==> src/hw/svi_pkg.sv <==
// Constants shared by the six-source vectored interrupt unit
//
// Contract
// - Timer 0 overflow sets primary bit 6; enabled, stack free gives vector 0CH.
// - Acknowledge clears the serviced flag and the global enable.
// - Timer 1 flag is secondary bit 4, vector 10H, else like timer 0.
// - Time base pulse sets secondary bit 5; enabled, stack free gives vector 14H.
// - Clock tick sets secondary bit 6; enabled, stack free gives vector 18H.
// - Further acknowledges held until interrupt return or software re-enables.
// - Interrupt return sets global enable; plain return leaves it alone.
// - Requests sampled once per instruction cycle, serviced on next phase-two pulse.
// - Fixed priority: ext0, ext1, timer0, timer1, time base, clock tick.
// - Global enable low masks every source.
// - Primary register 0BH: enable bit 0, enables 1-3, flags 4-6, bit 7 zero.
// - Secondary register 1EH: enables 0-2, flags 4-6, bits 3 and 7 zero.
// - A flag stays set until serviced or cleared by software.
// - Disabled source never serviced though its flag still records requests.
// - Time base and clock tick keep requesting while the core is halted.
// - Falling edge on external pins sets primary bit 4 or 5; vectors 04H, 08H.
// - No acknowledge while the call stack is full.
// - Acknowledge pushes only the program counter, then branches to the vector.
package svi_pkg;
	localparam logic [7:0] ADDR_PRIMARY   = 8'h0B;
	localparam logic [7:0] ADDR_SECONDARY = 8'h1E;
	// Primary register fields
	localparam int BIT_GLOBAL_EN = 0;
	localparam int BIT_EXT0_EN   = 1;
	localparam int BIT_EXT1_EN   = 2;
	localparam int BIT_TMR0_EN   = 3;
	localparam int BIT_EXT0_FLAG = 4;
	localparam int BIT_EXT1_FLAG = 5;
	localparam int BIT_TMR0_FLAG = 6;
	// Secondary register fields
	localparam int BIT_TMR1_EN   = 0;
	localparam int BIT_TBASE_EN  = 1;
	localparam int BIT_RTC_EN    = 2;
	localparam int BIT_TMR1_FLAG = 4;
	localparam int BIT_TBASE_FLAG = 5;
	localparam int BIT_RTC_FLAG  = 6;
	// Writable bit masks, unused bits read zero
	localparam logic [7:0] MASK_PRIMARY   = 8'h7F;
	localparam logic [7:0] MASK_SECONDARY = 8'h77;
	localparam logic [7:0] RESET_PRIMARY   = 8'h00;
	localparam logic [7:0] RESET_SECONDARY = 8'h00;
	// Vectors in priority order
	localparam logic [7:0] VEC_EXT0  = 8'h04;
	localparam logic [7:0] VEC_EXT1  = 8'h08;
	localparam logic [7:0] VEC_TMR0  = 8'h0C;
	localparam logic [7:0] VEC_TMR1  = 8'h10;
	localparam logic [7:0] VEC_TBASE = 8'h14;
	localparam logic [7:0] VEC_RTC   = 8'h18;
	localparam int NUM_SRC = 6;
	localparam logic [2:0] SYNC_RESET = 3'h0;
endpackage

==> src/hw/svi_irq_unit.sv <==
// Six-source vectored interrupt controller with its two control registers
`timescale 1ns/1ns
module svi_irq_unit (
	input  wire logic       mclk,             // System clock, 50 MHz
	input  wire logic       reset,            // Synchronous reset, active high
	input  wire logic       phase_two_pulse,  // Core sampling phase, one cycle per instruction
	input  wire logic       ext_irq_pin_zero, // External pin 0, falling edge requests
	input  wire logic       ext_irq_pin_one,  // External pin 1, falling edge requests
	input  wire logic       tmr0_overflow,    // Timer 0 overflow pulse
	input  wire logic       tmr1_overflow,    // Timer 1 overflow pulse
	input  wire logic       tick_base_pulse,  // Periodic time base pulse
	input  wire logic       clock_tick_pulse, // Real time clock pulse
	input  wire logic       stack_full,       // Call stack has no free level
	input  wire logic       isr_exit_reenable,    // Interrupt return executes
	input  wire logic       plain_subroutine_exit, // Plain return executes
	input  wire logic [7:0] reg_addr,         // Data memory address
	input  wire logic [7:0] reg_wdata,        // Write data
	input  wire logic       reg_wr,           // Write strobe
	output logic [7:0]      reg_rdata,        // Registered read data
	output logic            irq_ack,          // One-cycle acknowledge: push PC, branch
	output logic [7:0]      irq_vector,       // Vector held from acknowledge
	output logic            global_irq_enable // Global enable state
);
	logic [7:0] prim_q;
	logic [7:0] prim_d;
	logic [7:0] sec_q;
	logic [7:0] sec_d;
	logic [7:0] rdata_q;
	logic [7:0] rdata_d;
	logic       ack_q;
	logic       ack_d;
	logic [7:0] vec_q;
	logic [7:0] vec_d;
	logic [5:0] pend_q;
	logic [5:0] pend_d;
	logic       ext0_fall;
	logic       ext1_fall;
	logic [5:0] hw_set;
	logic [5:0] flags;
	logic [5:0] enables;
	logic [5:0] eligible;
	logic [5:0] grant;
	logic [7:0] grant_vec;
	logic       wr_prim;
	logic       wr_sec;

	// Pins come from outside the clock domain
	svi_pin_sync u_sync0 (
		.mclk       (mclk),
		.reset      (reset),
		.pin_n      (ext_irq_pin_zero),
		.fall_pulse (ext0_fall)
	);
	svi_pin_sync u_sync1 (
		.mclk       (mclk),
		.reset      (reset),
		.pin_n      (ext_irq_pin_one),
		.fall_pulse (ext1_fall)
	);

	// Source order is priority order, index 0 highest
	always_comb begin
		hw_set = {clock_tick_pulse, tick_base_pulse, tmr1_overflow,
			tmr0_overflow, ext1_fall, ext0_fall};
		flags = {sec_q[svi_pkg::BIT_RTC_FLAG], sec_q[svi_pkg::BIT_TBASE_FLAG],
			sec_q[svi_pkg::BIT_TMR1_FLAG], prim_q[svi_pkg::BIT_TMR0_FLAG],
			prim_q[svi_pkg::BIT_EXT1_FLAG], prim_q[svi_pkg::BIT_EXT0_FLAG]};
		enables = {sec_q[svi_pkg::BIT_RTC_EN], sec_q[svi_pkg::BIT_TBASE_EN],
			sec_q[svi_pkg::BIT_TMR1_EN], prim_q[svi_pkg::BIT_TMR0_EN],
			prim_q[svi_pkg::BIT_EXT1_EN], prim_q[svi_pkg::BIT_EXT0_EN]};
	end

	// Eligibility: flag, enable, global enable, stack room
	always_comb begin
		eligible = flags & enables;
		if (!prim_q[svi_pkg::BIT_GLOBAL_EN] || stack_full) begin
			eligible = 6'h00;
		end
	end

	// Fixed priority pick, lowest index wins
	always_comb begin
		grant     = 6'h00;
		grant_vec = svi_pkg::VEC_EXT0;
		if (pend_q[0]) begin
			grant[0]  = 1'b1;
			grant_vec = svi_pkg::VEC_EXT0;
		end else if (pend_q[1]) begin
			grant[1]  = 1'b1;
			grant_vec = svi_pkg::VEC_EXT1;
		end else if (pend_q[2]) begin
			grant[2]  = 1'b1;
			grant_vec = svi_pkg::VEC_TMR0;
		end else if (pend_q[3]) begin
			grant[3]  = 1'b1;
			grant_vec = svi_pkg::VEC_TMR1;
		end else if (pend_q[4]) begin
			grant[4]  = 1'b1;
			grant_vec = svi_pkg::VEC_TBASE;
		end else if (pend_q[5]) begin
			grant[5]  = 1'b1;
			grant_vec = svi_pkg::VEC_RTC;
		end
	end

	// Sample on phase two, acknowledge on the next one: one instruction of latency
	always_comb begin
		pend_d = pend_q;
		ack_d  = 1'b0;
		vec_d  = vec_q;
		if (phase_two_pulse) begin
			pend_d = 6'h00;
			// Winner must still be eligible from the registered masks, so a same-cycle mask write loses
			if (|(grant & eligible)) begin
				ack_d = 1'b1;
				vec_d = grant_vec;
			end else begin
				pend_d = eligible;
			end
		end
		// Mask changes in between drop stale samples
		pend_d = pend_d & eligible;
	end

	// Register update: hardware set beats software clear
	always_comb begin
		wr_prim = reg_wr && (reg_addr == svi_pkg::ADDR_PRIMARY);
		wr_sec  = reg_wr && (reg_addr == svi_pkg::ADDR_SECONDARY);
		prim_d  = prim_q;
		sec_d   = sec_q;
		if (wr_prim) begin
			prim_d = reg_wdata & svi_pkg::MASK_PRIMARY;
		end
		if (wr_sec) begin
			sec_d = reg_wdata & svi_pkg::MASK_SECONDARY;
		end
		// Acknowledge clears the winning flag and the global enable
		if (ack_d) begin
			prim_d[svi_pkg::BIT_GLOBAL_EN] = 1'b0;
			if (grant[0]) prim_d[svi_pkg::BIT_EXT0_FLAG] = 1'b0;
			if (grant[1]) prim_d[svi_pkg::BIT_EXT1_FLAG] = 1'b0;
			if (grant[2]) prim_d[svi_pkg::BIT_TMR0_FLAG] = 1'b0;
			if (grant[3]) sec_d[svi_pkg::BIT_TMR1_FLAG]  = 1'b0;
			if (grant[4]) sec_d[svi_pkg::BIT_TBASE_FLAG] = 1'b0;
			if (grant[5]) sec_d[svi_pkg::BIT_RTC_FLAG]   = 1'b0;
		end
		// Interrupt return re-enables; plain return does nothing here
		if (isr_exit_reenable && !ack_d) begin
			prim_d[svi_pkg::BIT_GLOBAL_EN] = 1'b1;
		end
		// Flags stick until serviced or cleared; events win over clears
		if (hw_set[0]) prim_d[svi_pkg::BIT_EXT0_FLAG] = 1'b1;
		if (hw_set[1]) prim_d[svi_pkg::BIT_EXT1_FLAG] = 1'b1;
		if (hw_set[2]) prim_d[svi_pkg::BIT_TMR0_FLAG] = 1'b1;
		if (hw_set[3]) sec_d[svi_pkg::BIT_TMR1_FLAG]  = 1'b1;
		if (hw_set[4]) sec_d[svi_pkg::BIT_TBASE_FLAG] = 1'b1;
		if (hw_set[5]) sec_d[svi_pkg::BIT_RTC_FLAG]   = 1'b1;
	end

	// Read mux, registered; unmapped addresses return zero
	always_comb begin
		case (reg_addr)
			svi_pkg::ADDR_PRIMARY: begin
				rdata_d = prim_d & svi_pkg::MASK_PRIMARY;
			end
			svi_pkg::ADDR_SECONDARY: begin
				rdata_d = sec_d & svi_pkg::MASK_SECONDARY;
			end
			default: begin
				rdata_d = 8'h00;
			end
		endcase
	end

	// State registers
	always_ff @(posedge mclk) begin
		if (reset) begin
			prim_q  <= svi_pkg::RESET_PRIMARY;
			sec_q   <= svi_pkg::RESET_SECONDARY;
			rdata_q <= 8'h00;
			ack_q   <= 1'b0;
			vec_q   <= 8'h00;
			pend_q  <= 6'h00;
		end else begin
			prim_q  <= prim_d;
			sec_q   <= sec_d;
			rdata_q <= rdata_d;
			ack_q   <= ack_d;
			vec_q   <= vec_d;
			pend_q  <= pend_d;
		end
	end

	assign reg_rdata         = rdata_q;
	assign irq_ack           = ack_q;
	assign irq_vector        = vec_q;
	assign global_irq_enable = prim_q[svi_pkg::BIT_GLOBAL_EN];
endmodule

==> src/hw/svi_pin_sync.sv <==
// Two-stage synchroniser with falling-edge detect for one external pin
`timescale 1ns/1ns
module svi_pin_sync (
	input  wire logic mclk,      // System clock
	input  wire logic reset,     // Synchronous reset, active high
	input  wire logic pin_n,     // Asynchronous pin, active low edge
	output logic      fall_pulse // One-cycle pulse on high-to-low
);
	logic [2:0] sh_q;
	logic [2:0] sh_d;
	logic       fall_q;
	logic       fall_d;

	// Stage 0 feeds only stage 1; edge logic looks at stages 1 and 2
	always_comb begin
		sh_d   = {sh_q[1:0], pin_n};
		fall_d = sh_q[2] & ~sh_q[1];
	end

	// Reset to all-high would be nicer but a constant zero is safe: no edge seen
	always_ff @(posedge mclk) begin
		if (reset) begin
			sh_q   <= svi_pkg::SYNC_RESET;
			fall_q <= 1'b0;
		end else begin
			sh_q   <= sh_d;
			fall_q <= fall_d & ~reset;
		end
	end

	assign fall_pulse = fall_q;
endmodule

==> config.mk <==
export PLATFORM = sky130hd
export DESIGN_NAME = svi_irq_unit
export DESIGN_NICKNAME = d
export VERILOG_FILES = /design/src/hw/svi_pkg.sv /design/src/hw/svi_irq_unit.sv /design/src/hw/svi_pin_sync.sv
export SDC_FILE = /design/constraint.sdc
export NUM_CORES = 1
export LEC_CHECK = 0
export ABC_CLOCK_PERIOD_IN_PS = 1690
export BUFFER_PORTS_ARGS = -buffer_cell sky130_fd_sc_hd__buf_2
export CORE_MARGIN = 2
export CORE_UTILIZATION = 52
export DETAILED_ROUTE_END_ITERATION = 7
export GPL_ROUTABILITY_DRIVEN = 0
export PLACE_DENSITY = 0.79
export SLEW_MARGIN = 20
export SYNTH_ARGS = -nofsm -noshare
export SYNTH_HDL_FRONTEND = slang
export SYNTH_SLANG_ARGS = --single-unit
==> constraint.sdc <==
create_clock -name mclk -period 1.69 [get_ports mclk]
set_input_delay 0.2535 -clock mclk [delete_from_list [all_inputs] [get_ports mclk]]
set_output_delay 0.2535 -clock mclk [all_outputs]
set_load 0.02 [all_outputs]
==> results.yml <==
worst_setup_path:
  timing.rr.start: "pend_q[0]$_SDFF_PP0_"
  cp-start-kind: "flop"
  crit_path_max_fanout: 9
  required_ns: 1.95
  rr_endpoint: "reg_rdata[0]$_SDFF_PP0_"
  r2r_cells: 5
  crit_path_end_kind: "flop"
  r2r_slack_ns: 0.15
  crit_arrival_ns: 1.80
  setup.worst_path.class: "flop to flop"
cts:
  cts_buffers: 5
  cts_max_level: 2
  cts_resized: 0
  cts_num_sinks: 38
  cts-root-buf: "clkbuf_4"
  clk_pin_slew_ns: 0.11
  ctsHoldBuffers: 0
  cts_tree: "done"
  clock_path_buffers: 2
  clk_latency_ns: 0.34
  cts_setup_buffers: 0
synthesis:
  synthCells: 173
  yosys_most_used_dff: "dfxtp_1"
  ys_async_sr_fraction_pct: 0
  ys_seq_area_share_pct: 42.52
  synth_area_sq_um: 1789
  synth.avg_cell_area_sq_um: 10.34
  synth_seq_cells: 38
  yosysWarnings: 0
  synth_edf_count: 0
  yosys.cell_types.count: 53
global_routing:
  grt_pass1_wl_mm: 6.175
  grt_use_total_pct: 20.16
  grt_pass1_vias: 1383
  grt_overflow: 0
  grt_max_degree: 34
  antenna_found_initial: 0
sta:
  slew_viol_final: 0
  fin_crit_sh_pct: 91.01
  setup_violations: 0
  finClkSkew_ns: 0.009664
  period_minus_slack_ns: 1.538
  max_freq_mhz: 650.2
  rsz0062_at_grt: "no"
  tns_ns: 0
  hold_violations: 0
worst_hold_path:
  holdPathStages: 2
  min-delay-start: "ext_irq_pin_one"
  hold_path_end: "u_sync1.sh_q[0]$_SDFF_PP0_"
  hold_path_class: "primary input to flop"
pwr:
  p_leak_nw: 0.9059
  power.density_nw_per_um2: 750.0
  peakVddDrop_uv: 513.1
routing:
  drc: 0
  via_per_inst: 5.455
  drt_wl_total_mm: 3.606
  drtIter0Drc: 61
  drt_pass1_iterations: 4
  via_count: 1440
  ant_nets: 0
  wl_per_cell_microns: 13.66
placed_design:
  place_inst: 256
  portBuffers: 38
  dpl.hpwl_mm: 2.665
  dpl_cell_area_sq_um: 2024
cells_and_area:
  layout.nets: 246
  fin_cells: 264
  synthToLayoutAreaGrowth_pct: 16.50
  n_antenna_cell: 0
  post-route-util_pct: 62.96
  fillers: 310
  drive_gt1_share_pct: 36.70
  layout_common_cells: "38 x buf_2, 38 x dfxtp_1, 16 x nor2_1, 10 x nor3_1, 10 x mux2i_1"
  final_area_sq_um: 2085
floorplanning:
  pin_count: 47
  coreArea_sq_um: 3311
  die-height_microns: 62.66
  num_rows: 21
  start_util_pct: 54.04
  dieArea_sq_um: 3926
  die_x_microns: 62.66
job:
  cap_violations: 0
status:
  status: "finished, final reports clean"
==> worst max-delay path: stages (launching register included) <==
cell and delay (ns):
dfxtp_1 0.50, nand4b_1 0.19, o211ai_2 0.11, o2bb2ai_2 0.16, o21a_4 0.27, o32ai_2 0.23
==> cell families after synthesis <==
kind of cell           count (synthesis)  share of synthesized area [%]
muxes                                 16                          10.00
AOI/OAI and AO/OA                     34                          16.29
buffers and inverters                 15                          5.314
DFF                                   38                          42.52
and+or+nand+nor                       69                          25.66
other                                  1                         0.2096
==> state kept, by name, summed over array words and instances (netlist names) <==
signal,count
pend_q,6
u_sync0.fall_pulse,1
sec_q,6
irq_ack,1
reg_rdata,7
u_sync0.sh_q,3
u_sync1.sh_q,3
prim_q,7
u_sync1.fall_pulse,1
irq_vector,3
==> where the power goes <==
group	internal, mW	switching (mW)
Clock	0.202	0.285
Sequential	0.914	0.0104
Combinational	0.0671	0.0848
Total	1.18	0.380
==> routing by layer <==
layer  track usage, %  vias up  share of wire, %
met1            27.72      674                48
met3            4.144       10               5.0
met5                0        -                 0
met2            29.84       43                44
li1                 -      713                 -
met4            10.56        0               2.4
==> area by class of cell <==
class,count,area [sq um],share of cell area (%)
tap,46,57.56,2.761
timing repair buffer,46,250.2,12.00
multi-input combinational,125,952.2,45.68
inverter,1,3.754,0.1801
clock buffer,7,55.05,2.641
clock inverter,1,5.005,0.2401
sequential,38,760.7,36.49
==> worst max-delay path by stage <==
stage	start	endpoint	slack, ns	cells past startpoint
global route	pend_q[0]$_SDFF_PP0_	reg_rdata[0]$_SDFF_PP0_	0.06	5
global placement	reg_addr[7]	reg_rdata[5]$_SDFF_PP0_	0.08	6
CTS	pend_q[0]$_SDFF_PP0_	reg_rdata[0]$_SDFF_PP0_	0.16	5
floorplan	prim_q[0]$_SDFF_PP0_	reg_rdata[6]$_SDFF_PP0_	0.22	6
finish	pend_q[0]$_SDFF_PP0_	reg_rdata[0]$_SDFF_PP0_	0.15	5
detailed placement	reg_addr[7]	reg_rdata[5]$_SDFF_PP0_	0.07	6
==> synthesized netlist by cell type (2+ instances only) <==
cell type	count	share of area, %
buf_4	8	3.4
nand3_1	3	0.84
nand4b_1	3	1.5
nand2b_1	3	1.0
o2111ai_1	5	2.4
and3_1	2	0.70
nand4_1	3	1.0
nand2_1	3	0.63
a21oi_1	5	1.4
a221oi_1	2	0.98
mux2_2	2	1.3
nor2_1	16	3.4
nor2b_1	9	3.1
nor3b_1	2	0.84
mux2i_1	10	5.6
nor3_1	10	2.8
a21oi_2	4	2.0
nor3b_2	2	1.4
clkbuf_1	4	0.84
and2_1	2	0.70
mux2_4	3	2.5
nand3_4	2	2.0
o21ai_0	2	0.56
o22ai_1	2	0.70
dfxtp_1	38	43
==> per-stage QoR <==
step                      power, mW  setup WS (ns)  hold WS (ns)
after floorplan               1.044         0.2245        0.3691
after detailed placement      1.096        0.06974        0.3991
after CTS                     1.580         0.1617        0.1050
final                         1.563         0.1520        0.1178
after global placement        1.094        0.08110        0.3978
after global routing          1.646        0.05904        0.1207
No activity file was read; power rests on OpenSTA's default activity.
